**src/lei_pkg.sv**
```systemverilog
// shared constants and types of the line error insert and irq enable block
package lei_pkg;

    // ==========================================================
    // register map (byte addresses, one word each)
    localparam logic [7:0] LEI_OFS_CTL3 = 8'h00;
    localparam logic [7:0] LEI_OFS_IER = 8'h04;
    localparam logic [7:0] LEI_OFS_ISR = 8'h08;
    localparam logic [7:0] LEI_OFS_STAT = 8'h0C;
    localparam logic [7:0] LEI_OFS_TEST = 8'h10;

    // ==========================================================
    // field positions and masks
    localparam int LEI_IRQ_DMO = 6;
    localparam int LEI_IRQ_FLS = 5;
    localparam int LEI_STAT_LOS = 0;
    localparam int LEI_STAT_DMO = 1;
    localparam int LEI_STAT_NEAR = 2;
    localparam logic [7:0] LEI_IER_WMASK = 8'h60;
    localparam logic [7:0] LEI_CTL3_WMASK = 8'h07;
    localparam logic [7:0] LEI_RST8 = 8'h00;
    localparam logic [31:0] LEI_RD_ZERO = 32'h0000_0000;

    // ==========================================================
    // transmit test pattern
    localparam logic [2:0] LEI_TEST_QRSS = 3'b100;
    localparam logic [2:0] LEI_TEST_RST = 3'b000;
    localparam int LEI_QRSS_LEN = 20;
    localparam int LEI_QRSS_TAP = 17;
    localparam logic [19:0] LEI_QRSS_SEED = 20'hF_FFFF;

    // ==========================================================
    // jitter fifo proximity limit, in bit positions
    localparam int LEI_FIFO_LIMIT = 3;

    // ==========================================================
    // pin synchroniser lanes
    localparam int LEI_PIN_N = 6;
    localparam int LEI_PIN_TCLK = 0;
    localparam int LEI_PIN_TXD = 1;
    localparam int LEI_PIN_LOS = 2;
    localparam int LEI_PIN_DMO = 3;
    localparam int LEI_PIN_RCLK = 4;
    localparam int LEI_PIN_MCLK = 5;

    // ==========================================================
    // types
    typedef struct packed {
        logic pos;
        logic neg;
    } lei_line_t;

    typedef struct packed {
        logic [4:0] unused;
        logic ins_bpv;
        logic ins_ber;
        logic mute;
    } lei_ctl3_t;

endpackage

```
**src/lei_channel.sv**
```systemverilog
// per-channel error insertion, rx clock mute and irq enable logic
//
// The Wishbone interface to the registers and the placing of the registers were decided locally.
`timescale 1ns/1ps

// Contract
// [RULE_01] each 0-to-1 of the violation control inserts exactly one violation
// [RULE_02] violation insertion works on qrss pattern and on single-rail data
// [RULE_03] both insert controls sampled and edge detected on tx clock rise
// [RULE_04] software writes 0 before 1 to be sure of an insertion
// [RULE_05] 0-to-1 of error control flips one qrss bit, only in qrss mode
// [RULE_06] mute set and signal lost: receive serial clock held still
// [RULE_07] mute clear: receive clock toggles, recovered or master clock
// [RULE_08] drive monitor status change either way raises irq when enabled
// [RULE_09] each enable bit: zero suppresses, one allows its interrupt
// [RULE_10] fifo pointers within three bits raise irq when enabled
// [RULE_11] enable register bit 7 reads zero and ignores writes
// [RULE_12] insert controls resampled in tx clock timing before edge detect
module lei_channel
    import lei_pkg::*;
#(
    parameter int PTR_W = 5
) (
    // clock and reset
    input wire logic clk_i,
    input wire logic rst_i,
    // wishbone slave
    input wire logic wb_cyc_i,
    input wire logic wb_stb_i,
    input wire logic wb_we_i,
    input wire logic [7:0] wb_adr_i,
    input wire logic [3:0] wb_sel_i,
    input wire logic [31:0] wb_dat_i,
    output logic [31:0] wb_dat_o,
    output logic wb_ack_o,
    output logic irq_o,
    // transmit line side
    input wire logic channel_transmit_clock_i,
    input wire logic tx_data_i,
    output logic tx_line_pos_o,
    output logic tx_line_neg_o,
    // receive and monitor side
    input wire logic receive_signal_lost_i,
    input wire logic drive_monitor_status_i,
    input wire logic recovered_clock_i,
    input wire logic master_clock_i,
    output logic receive_serial_clock_out_o,
    // jitter attenuator fifo pointers, same clock
    input wire logic [PTR_W-1:0] fifo_wr_ptr_i,
    input wire logic [PTR_W-1:0] fifo_rd_ptr_i
);

    // ==========================================================
    // pin synchronisers
    logic [LEI_PIN_N-1:0] pins;
    logic [LEI_PIN_N-1:0] s1_reg;
    logic [LEI_PIN_N-1:0] s1_next;
    logic [LEI_PIN_N-1:0] s2_reg;
    logic [LEI_PIN_N-1:0] s2_next;

    assign pins[LEI_PIN_TCLK] = channel_transmit_clock_i;
    assign pins[LEI_PIN_TXD] = tx_data_i;
    assign pins[LEI_PIN_LOS] = receive_signal_lost_i;
    assign pins[LEI_PIN_DMO] = drive_monitor_status_i;
    assign pins[LEI_PIN_RCLK] = recovered_clock_i;
    assign pins[LEI_PIN_MCLK] = master_clock_i;

    always_comb begin
        s1_next = pins;
        s2_next = s1_reg;
    end

    always_ff @(posedge clk_i) begin
        if (rst_i) begin
            s1_reg <= '0;
            s2_reg <= '0;
        end else begin
            s1_reg <= s1_next;
            s2_reg <= s2_next;
        end
    end

    logic los_s;
    logic dmo_s;
    assign los_s = s2_reg[LEI_PIN_LOS];
    assign dmo_s = s2_reg[LEI_PIN_DMO];

    // ==========================================================
    // fifo proximity, modulo pointer distance
    logic [PTR_W-1:0] ptr_diff;
    logic fifo_near;
    localparam logic [PTR_W-1:0] LIM = PTR_W'(LEI_FIFO_LIMIT);

    assign ptr_diff = fifo_wr_ptr_i - fifo_rd_ptr_i;
    assign fifo_near = (ptr_diff <= LIM) || (ptr_diff >= -LIM); // [RULE_10]

    // ==========================================================
    // register file, status and interrupt
    logic ack_reg;
    logic ack_next;
    logic [31:0] dat_reg;
    logic [31:0] dat_next;
    lei_ctl3_t ctl3_reg;
    lei_ctl3_t ctl3_next;
    logic [7:0] ier_reg;
    logic [7:0] ier_next;
    logic [7:0] isr_reg;
    logic [7:0] isr_next;
    logic [2:0] test_reg;
    logic [2:0] test_next;
    logic irq_reg;
    logic irq_next;
    logic dmo_d_reg;
    logic dmo_d_next;
    logic near_d_reg;
    logic near_d_next;
    logic acc;
    logic wr;
    logic rd;

    always_comb begin
        acc = wb_cyc_i && wb_stb_i && !ack_reg;
        wr = acc && wb_we_i && wb_sel_i[0];
        rd = acc && !wb_we_i;
        ack_next = acc;
        dat_next = dat_reg;
        ctl3_next = ctl3_reg;
        ier_next = ier_reg;
        isr_next = isr_reg;
        test_next = test_reg;
        dmo_d_next = dmo_s;
        near_d_next = fifo_near;
        if (wr) begin
            unique case (wb_adr_i)
                LEI_OFS_CTL3: ctl3_next = wb_dat_i[7:0] & LEI_CTL3_WMASK;
                LEI_OFS_IER: ier_next = wb_dat_i[7:0] & LEI_IER_WMASK; // [RULE_11]
                LEI_OFS_TEST: test_next = wb_dat_i[2:0];
                default: ;
            endcase
        end
        if (rd) begin
            unique case (wb_adr_i)
                LEI_OFS_CTL3: dat_next = {24'h00_0000, ctl3_reg};
                LEI_OFS_IER: dat_next = {24'h00_0000, ier_reg}; // [RULE_11]
                LEI_OFS_ISR: dat_next = {24'h00_0000, isr_reg};
                LEI_OFS_STAT: begin
                    dat_next = LEI_RD_ZERO;
                    dat_next[LEI_STAT_LOS] = los_s;
                    dat_next[LEI_STAT_DMO] = dmo_s;
                    dat_next[LEI_STAT_NEAR] = fifo_near;
                end
                LEI_OFS_TEST: dat_next = {29'h0000_0000, test_reg};
                default: dat_next = LEI_RD_ZERO;
            endcase
            // read clears status; a same-cycle event below still lands
            if (wb_adr_i == LEI_OFS_ISR) begin
                isr_next = LEI_RST8;
            end
        end
        if (dmo_s != dmo_d_reg) begin
            isr_next[LEI_IRQ_DMO] = 1'b1; // [RULE_08]
        end
        if (fifo_near && !near_d_reg) begin
            isr_next[LEI_IRQ_FLS] = 1'b1; // [RULE_10]
        end
        irq_next = |(isr_next & ier_next); // [RULE_09]
    end

    always_ff @(posedge clk_i) begin
        if (rst_i) begin
            ack_reg <= 1'b0;
            dat_reg <= LEI_RD_ZERO;
            ctl3_reg <= lei_ctl3_t'(LEI_RST8);
            ier_reg <= LEI_RST8;
            isr_reg <= LEI_RST8;
            test_reg <= LEI_TEST_RST;
            irq_reg <= 1'b0;
            dmo_d_reg <= 1'b0;
            near_d_reg <= 1'b0;
        end else begin
            ack_reg <= ack_next;
            dat_reg <= dat_next;
            ctl3_reg <= ctl3_next;
            ier_reg <= ier_next;
            isr_reg <= isr_next;
            test_reg <= test_next;
            irq_reg <= irq_next;
            dmo_d_reg <= dmo_d_next;
            near_d_reg <= near_d_next;
        end
    end

    // ==========================================================
    // transmit path: qrss source, error insert, ami with violation
    logic tclk_d_reg;
    logic tclk_d_next;
    logic bpv_smp_reg;
    logic bpv_smp_next;
    logic ber_smp_reg;
    logic ber_smp_next;
    logic bpv_pend_reg;
    logic bpv_pend_next;
    logic [LEI_QRSS_LEN-1:0] lfsr_reg;
    logic [LEI_QRSS_LEN-1:0] lfsr_next;
    logic pol_reg;
    logic pol_next;
    lei_line_t line_reg;
    lei_line_t line_next;
    logic tclk_rise;
    logic qrss;
    logic bpv_now;
    logic ber_rise;
    logic tx_bit;

    always_comb begin
        tclk_rise = s2_reg[LEI_PIN_TCLK] && !tclk_d_reg;
        qrss = (test_reg == LEI_TEST_QRSS);
        tclk_d_next = s2_reg[LEI_PIN_TCLK];
        bpv_smp_next = bpv_smp_reg;
        ber_smp_next = ber_smp_reg;
        bpv_pend_next = bpv_pend_reg;
        lfsr_next = lfsr_reg;
        pol_next = pol_reg;
        line_next = line_reg;
        bpv_now = bpv_pend_reg;
        ber_rise = 1'b0;
        tx_bit = 1'b0;
        // controls are looked at only on tx clock rises, so a write
        // shorter than one line bit may be missed entirely
        if (tclk_rise) begin
            bpv_smp_next = ctl3_reg.ins_bpv; // [RULE_03] [RULE_12]
            ber_smp_next = ctl3_reg.ins_ber; // [RULE_03] [RULE_12]
            bpv_now = bpv_pend_reg
                || (ctl3_reg.ins_bpv && !bpv_smp_reg); // [RULE_01]
            ber_rise = ctl3_reg.ins_ber && !ber_smp_reg;
            if (qrss) begin
                lfsr_next = {lfsr_reg[LEI_QRSS_LEN-2:0],
                    lfsr_reg[LEI_QRSS_LEN-1] ^ lfsr_reg[LEI_QRSS_TAP-1]};
                tx_bit = lfsr_reg[LEI_QRSS_LEN-1] ^ ber_rise; // [RULE_05]
            end else begin
                tx_bit = s2_reg[LEI_PIN_TXD]; // [RULE_02]
            end
            // violation waits for the next mark: a space has no polarity
            if (tx_bit) begin
                if (!bpv_now) begin
                    pol_next = !pol_reg;
                end
                bpv_pend_next = 1'b0; // [RULE_01] [RULE_02]
            end else begin
                bpv_pend_next = bpv_now;
            end
            line_next.pos = tx_bit && pol_next;
            line_next.neg = tx_bit && !pol_next;
        end
    end

    always_ff @(posedge clk_i) begin
        if (rst_i) begin
            tclk_d_reg <= 1'b0;
            bpv_smp_reg <= 1'b0;
            ber_smp_reg <= 1'b0;
            bpv_pend_reg <= 1'b0;
            lfsr_reg <= LEI_QRSS_SEED;
            pol_reg <= 1'b0;
            line_reg <= '0;
        end else begin
            tclk_d_reg <= tclk_d_next;
            bpv_smp_reg <= bpv_smp_next;
            ber_smp_reg <= ber_smp_next;
            bpv_pend_reg <= bpv_pend_next;
            lfsr_reg <= lfsr_next;
            pol_reg <= pol_next;
            line_reg <= line_next;
        end
    end

    // ==========================================================
    // receive serial clock select and mute
    logic rxclk_reg;
    logic rxclk_next;

    always_comb begin
        if (ctl3_reg.mute && los_s) begin
            rxclk_next = 1'b0; // [RULE_06]
        end else if (los_s) begin
            rxclk_next = s2_reg[LEI_PIN_MCLK]; // [RULE_07]
        end else begin
            rxclk_next = s2_reg[LEI_PIN_RCLK]; // [RULE_07]
        end
    end

    always_ff @(posedge clk_i) begin
        if (rst_i) begin
            rxclk_reg <= 1'b0;
        end else begin
            rxclk_reg <= rxclk_next;
        end
    end

    // ==========================================================
    // outputs
    assign wb_ack_o = ack_reg;
    assign wb_dat_o = dat_reg;
    assign irq_o = irq_reg;
    assign tx_line_pos_o = line_reg.pos;
    assign tx_line_neg_o = line_reg.neg;
    assign receive_serial_clock_out_o = rxclk_reg;

endmodule

```
**config.mk**
```make
export PLATFORM = sky130hd
export DESIGN_NAME = lei_channel
export DESIGN_NICKNAME = d
export VERILOG_FILES = /design/src/lei_pkg.sv /design/src/lei_channel.sv
export SDC_FILE = /design/constraint.sdc
export NUM_CORES = 1
export LEC_CHECK = 0
export BUFFER_PORTS_ARGS = -buffer_cell sky130_fd_sc_hd__buf_4
export CELL_PAD_IN_SITES_DETAIL_PLACEMENT = 2
export CELL_PAD_IN_SITES_GLOBAL_PLACEMENT = 2
export CORE_MARGIN = 2
export CORE_UTILIZATION = 31
export CTS_CLUSTER_SIZE = 14
export DETAILED_ROUTE_END_ITERATION = 8
export PLACE_DENSITY = 0.8
export SYNTH_ARGS = -nofsm -noshare
export SYNTH_HDL_FRONTEND = slang
export SYNTH_SLANG_ARGS = --single-unit
```
**constraint.sdc**
```tcl
create_clock -name clk_i -period 2.8 [get_ports clk_i]
set_input_delay 0.14 -clock clk_i [delete_from_list [all_inputs] [get_ports clk_i]]
set_output_delay 0.14 -clock clk_i [all_outputs]
set_load 0.01 [all_outputs]
```
After elaboration in Yosys (flattened, before gate mapping)
Index checks and enable logic that the tools add are counted.

Bits in registers: 98. Input bits: 65. Logic and storage cells: 76.

Add/subtract/negate cells: 1. Magnitude comparators: 2. Equality and inequality tests: 6. Multiplexer cells: 14. Bitwise gates (word level): 3. Reduce and logical (&&, ||, !) cells: 28.

Operator list (number): $pmux W8 S5 (1); $mux W8 (4); $eq A8 B4 Y1 const B (2); $logic_and A1 B1 Y1 (12); $mux W1 (9); $and A8 B8 Y8 (1); $eq A8 B3 Y1 const B (1); $eq A8 B5 Y1 const B (1); $logic_not A1 Y1 (8); $logic_not A8 Y1 (1); $reduce_or A8 Y1 (1); $reduce_and A2 Y1 (3); $ge A5 B5 Y1 const B (1); $le A5 B2 Y1 const B (1); $sub A5 B5 Y5 (1); $eq A3 B3 Y1 const B (1); $logic_or A1 B1 Y1 (2); $reduce_or A2 Y1 (1); $xor A1 B1 Y1 (2); $ne A1 B1 Y1 (1).

Depth between registers and ports, before layout
Depth after elaboration: 9. Gate-level depth with buffers: 9. Gate-level depth less buffers: 9.

Worst setup path before layout
Ideal clock, no wire load.

Path kind: input to register. From: input fifo_rd_ptr_i[2]. To: register irq_reg, in the netlist irq_o. Setup time: 0.083 ns. Arrival: 1.690 ns. Required time: 2.717 ns. Slack: 1.028 ns. Stages on the path: 7. Path through: inv_1 -> ha_1 -> and3b_1 -> or3_1 -> a2111oi_0 -> a211oi_1 -> o221ai_1.

Word-level cells in the longest chain between the ends: 7.

RTL lines: start: declaration (line lei_channel.sv:50) `input wire logic [PTR_W-1:0] fifo_rd_ptr_i`; $sub A5 B5 Y5 * (line lei_channel.sv:94) `assign ptr_diff = fifo_wr_ptr_i - fifo_rd_ptr_i;`; $le A5 B2 Y1 or $ge A5 B5 Y1 (tied branches) (line lei_channel.sv:95) `assign fifo_near = (ptr_diff <= LIM) || (ptr_diff >= -LIM);`; $logic_or A1 B1 Y1 * (line lei_channel.sv:95); $logic_and A1 B1 Y1 * (line lei_channel.sv:163) `if (fifo_near && !near_d_reg) begin`; $mux W1 * (line lei_channel.sv:163); $and A8 B8 Y8 * (line lei_channel.sv:166) `irq_next = |(isr_next & ier_next);`; $reduce_or A8 Y1 * (line lei_channel.sv:166); end signal: assignment (line lei_channel.sv:187) `irq_reg <= irq_next;`; end: declaration (line lei_channel.sv:111) `logic irq_reg;`.

Mark *: on every way between the ends. The rest lies on a longest branch, timed or not. A chain may end at the register's enable or synchronous reset.

Worst setup path in the final report
From: register test_reg[2]. To: register pol_reg.

Word-level cells in the longest chain between the ends: 5.

RTL lines: start: declaration (line lei_channel.sv:109) `logic [2:0] test_reg;`; start signal: assignment (line lei_channel.sv:186) `test_reg <= test_next;`; $eq A3 B3 Y1 (line lei_channel.sv:217) `qrss = (test_reg == LEI_TEST_QRSS);`; $mux W1 (line lei_channel.sv:236) `if (qrss) begin`; $mux W1 (line lei_channel.sv:230) `if (tclk_rise) begin`; $mux W1 (line lei_channel.sv:244) `if (tx_bit) begin`; $mux W1 (line lei_channel.sv:230); end signal: assignment (line lei_channel.sv:272) `pol_reg <= pol_next;`; end: declaration (line lei_channel.sv:205) `logic pol_reg;`.

No other way between the ends. The select of a mux whose other input is x is not followed.

==> flow_summary_export.csv <==
group,metric,value,unit
setup_path,end_kind,"register",
sta,setup_tns,0,ns
yosys,syn-cell-area,0.003178,mm2
sta,rsz0062_at_grt,"false",
setup_path,cp-start-kind,"register",
power,intPower,1.646,mW
clock_tree,cts_sinks,74,
yosys,ys_async_sr_fraction,0,%
drt,wire_per_inst,14.88,um
place,io_buffers,47,
setup_path,r2r_cells,5,
power,clkPwrFrac,41.6,%
global_route,gr-total-overflow,0,
clock_tree,cts_made_buffers,9,
clock_tree,clockBufferDepth,2,
sta,finalHoldWorstSlack,0.02025,ns
drt,vias_per_cell,4.718,
finish,utilization,38.55,%
status,status,"finished clean",
global_route,grt_pass1_vias,2708,
finish,nets,468,
clock_tree,path_clk_slew,0.07,ns
die,io_pins,102,
yosys,syn_area_per_cell,9.054,um2
yosys,synth-seq-area-share,46.61,%
clock_tree,cts_max_level,3,
sta,period_needed,1.979,ns
setup_path,crit_start,"test_reg[2]",
global_route,grt_pass1_wl,13120,um
sta,max_slew_margin,54.82,%
job,max-cap-violations,0,
power,vdd_ir_drop_max,0.3310,mV
drt,dr_wl_met2,4258,um
finish,drive_gt1_share,17.37,%
global_route,grt_max_degree,67,
power,power.switching,490.1,uW
drt,routed_wl,7973,um
yosys,synth-seq-cells,74,
yosys,ys_warn_count,0,
power,power.share.switching,22.94,%
finish,antenna_cells,0,
yosys,synth_edf_count,0,
global_route,track_usage,14.95,%
drt,drc,0,
die,fp-row-count,36,
setup_path,r2r_start,"test_reg[2]",
drt,wl_met3,311,um
clock_tree,post_cts_buffers,0,
drt,dr.pass1.iters,4,
finish,largest_register_ffs,20,
sta,finalHoldViolations,0,
die,start_util,32.22,%
clock_tree,cts_tree,"built",
finish,fill_cells,1106,
place,gp_congestion,0.7600,
drt,top_layer,"met4",
die,fp.dieW,105.3,um
setup_path,worstSetupPathType,"register to register",
drt,first_iter_violations,68,
setup_path,critPathRequiredTime,3.01,ns
die,dieArea,0.01108,mm2
place,dp.final_hpwl,5870,um
sta,fin_crit_sh,70.67,%
clock_tree,cts_resized,0,
die,die_h,105.3,um
sta,worst_pin_slew,0.6777,ns
setup_path,crit_fanout,5,
power,seqPwrFrac,50.3,%
setup_path,critPathArrivalTime,2.19,ns
setup_path,r2r_slack,0.82,ns
sta,fmax,505.3,MHz
yosys,synth_cell_types,46,
setup_path,r2r_end,"pol_reg",
clock_tree,clk-insertion-delay-late,0.35,ns
sta,setup_ws,0.8211,ns
yosys,syn_inst,351,
setup_path,crit_end,"pol_reg",
sta,finClkSkew,0.007224,ns
power,comb_power_share,8.0,%
drt,wl_met1,3340,um
sta,setup_viol,0,
yosys,ys.flop_type,"dfxtp_1",
sta,slew_violations,0,
clock_tree,ctsHoldBuffers,3,
drt,detail-route-antenna-nets,0,
min_path,hold_class,"input pin to register",
power,p_per_area,561.9,mW/mm2
place,dp_worst_setup_slack,0.5606,ns
drt,vias,2529,
global_route,antenna_found_initial,0,
power,p_leak,1.657,nW
clock_tree,clockRootBuffer,"clkbuf_8",
finish,area_delta_synth_final,19.65,%
die,core_area,0.009864,mm2
==> layout by cell type (no fill, tap or decap), types with 2 or more instances in the layout <==
cell type,synthesis,layout
a2111oi_0,2,2
a211oi_1,3,3
a21oi_1,17,17
a22oi_1,10,10
a31o_2,2,2
a31oi_1,2,2
and2_1,14,14
and3_1,3,3
buf_4,24,49
bufinv_16,0,2
clkbuf_1,13,2
clkbuf_8,0,9
clkinv_2,0,2
conb_1,1,24
dfxtp_1,74,74
dlygate4sd3_1,0,3
ha_1,4,4
inv_1,9,9
mux2i_1,9,9
mux4_2,2,2
nand2_1,54,54
nand2b_1,2,2
nand3_1,5,5
nand3b_1,23,23
nor2_1,23,23
nor2b_1,19,19
nor3_1,3,3
nor3b_1,2,2
o21ai_0,4,4
xnor2_1,6,6
==> final cells by class <==
type                            instances  area [um2]  share of cell area, %
Timing Repair Buffer                   52       397.9                  10.46
Clock buffer                           11       131.4                  3.455
Clock inverter                          5       78.83                  2.073
Multi-Input combinational cell        252        1513                  39.78
Inverter                                9       33.78                 0.8884
Tap cell                              133       166.4                  4.376
Sequential cell                        74        1481                  38.96
==> kinds of logic (layout without fill, tap and decap cells) <==
| kind of cell | count (synthesis) | count (layout) | synth area share [%] |
|---|---|---|---|
| AOI/OAI and AO/OA | 50 | 50 | 10.67 |
| xor gates and xnor gates | 7 | 7 | 1.929 |
| adders and majority gates | 5 | 5 | 2.205 |
| buffers and inverters | 48 | 77 | 8.504 |
| DFF | 74 | 74 | 46.61 |
| muxes | 11 | 11 | 4.252 |
| other | 1 | 24 | 0.1180 |
| and+or+nand+nor | 155 | 155 | 25.71 |
==> layer usage <==
| metal | GRT usage, % | up-vias |
|---|---|---|
| li1 | - | 1230 |
| met3 | 3.834 | 7 |
| met4 | 5.143 | 0 |
| met2 | 27.60 | 55 |
| met5 | 0 | - |
| met1 | 16.47 | 1237 |
==> cell usage after synthesis (4+ instances only) <==
master	count	area (um2)
a21oi_1	17	85.08
a22oi_1	10	75.07
and2_1	14	87.58
buf_4	24	180.2
clkbuf_1	13	48.80
dfxtp_1	74	1481
ha_1	4	50.05
inv_1	9	33.78
mux2i_1	9	90.09
nand2_1	54	202.7
nand3_1	5	25.02
nand3b_1	23	172.7
nor2_1	23	86.33
nor2b_1	19	118.9
o21ai_0	4	20.02
xnor2_1	6	52.55
==> worst max-delay path: stages, from the launching register on <==
cell and delay (ns):
dfxtp_1 0.36, nor3b_1 0.53, nor2_1 0.08, a211oi_1 0.59
a21bo_2 0.23, a21oi_1 0.05
==> how the worst min path moves through the flow <==
stage / slack [ns] / cells after the start / end / from
floorplan: 0.27 / 1 / s1_reg[0] / channel_transmit_clock_i
global placement: 0.35 / 2 / s1_reg[4] / recovered_clock_i
detailed placement: 0.36 / 2 / s1_reg[3] / drive_monitor_status_i
CTS: 0.006 / 2 / s1_reg[2] / receive_signal_lost_i
global route: 0.006 / 2 / s1_reg[4] / recovered_clock_i
finish: 0.02 / 2 / s1_reg[4] / recovered_clock_i
==> through the flow <==
stage / cells / area (um2) / power, mW
2_1_floorplan: 374 / 3264 / 1.226
3_5_place_dp: 517 / 3562 / 1.271
3_3_place_gp: 517 / 3562 / 1.264
5_1_grt: 536 / 3802 / 2.227
6_report: 536 / 3802 / 2.136
4_1_cts: 536 / 3802 / 2.169
==> power groups by stage <==
stage	sequential [mW]	clock, mW	combinational, mW
floorplan	1.10	0	0.128
global placement	1.10	0	0.164
detailed placement	1.10	0	0.170
CTS	1.08	0.918	0.175
global route	1.08	0.956	0.194
finish	1.08	0.889	0.172
No activity file was read; power rests on OpenSTA's default activity.
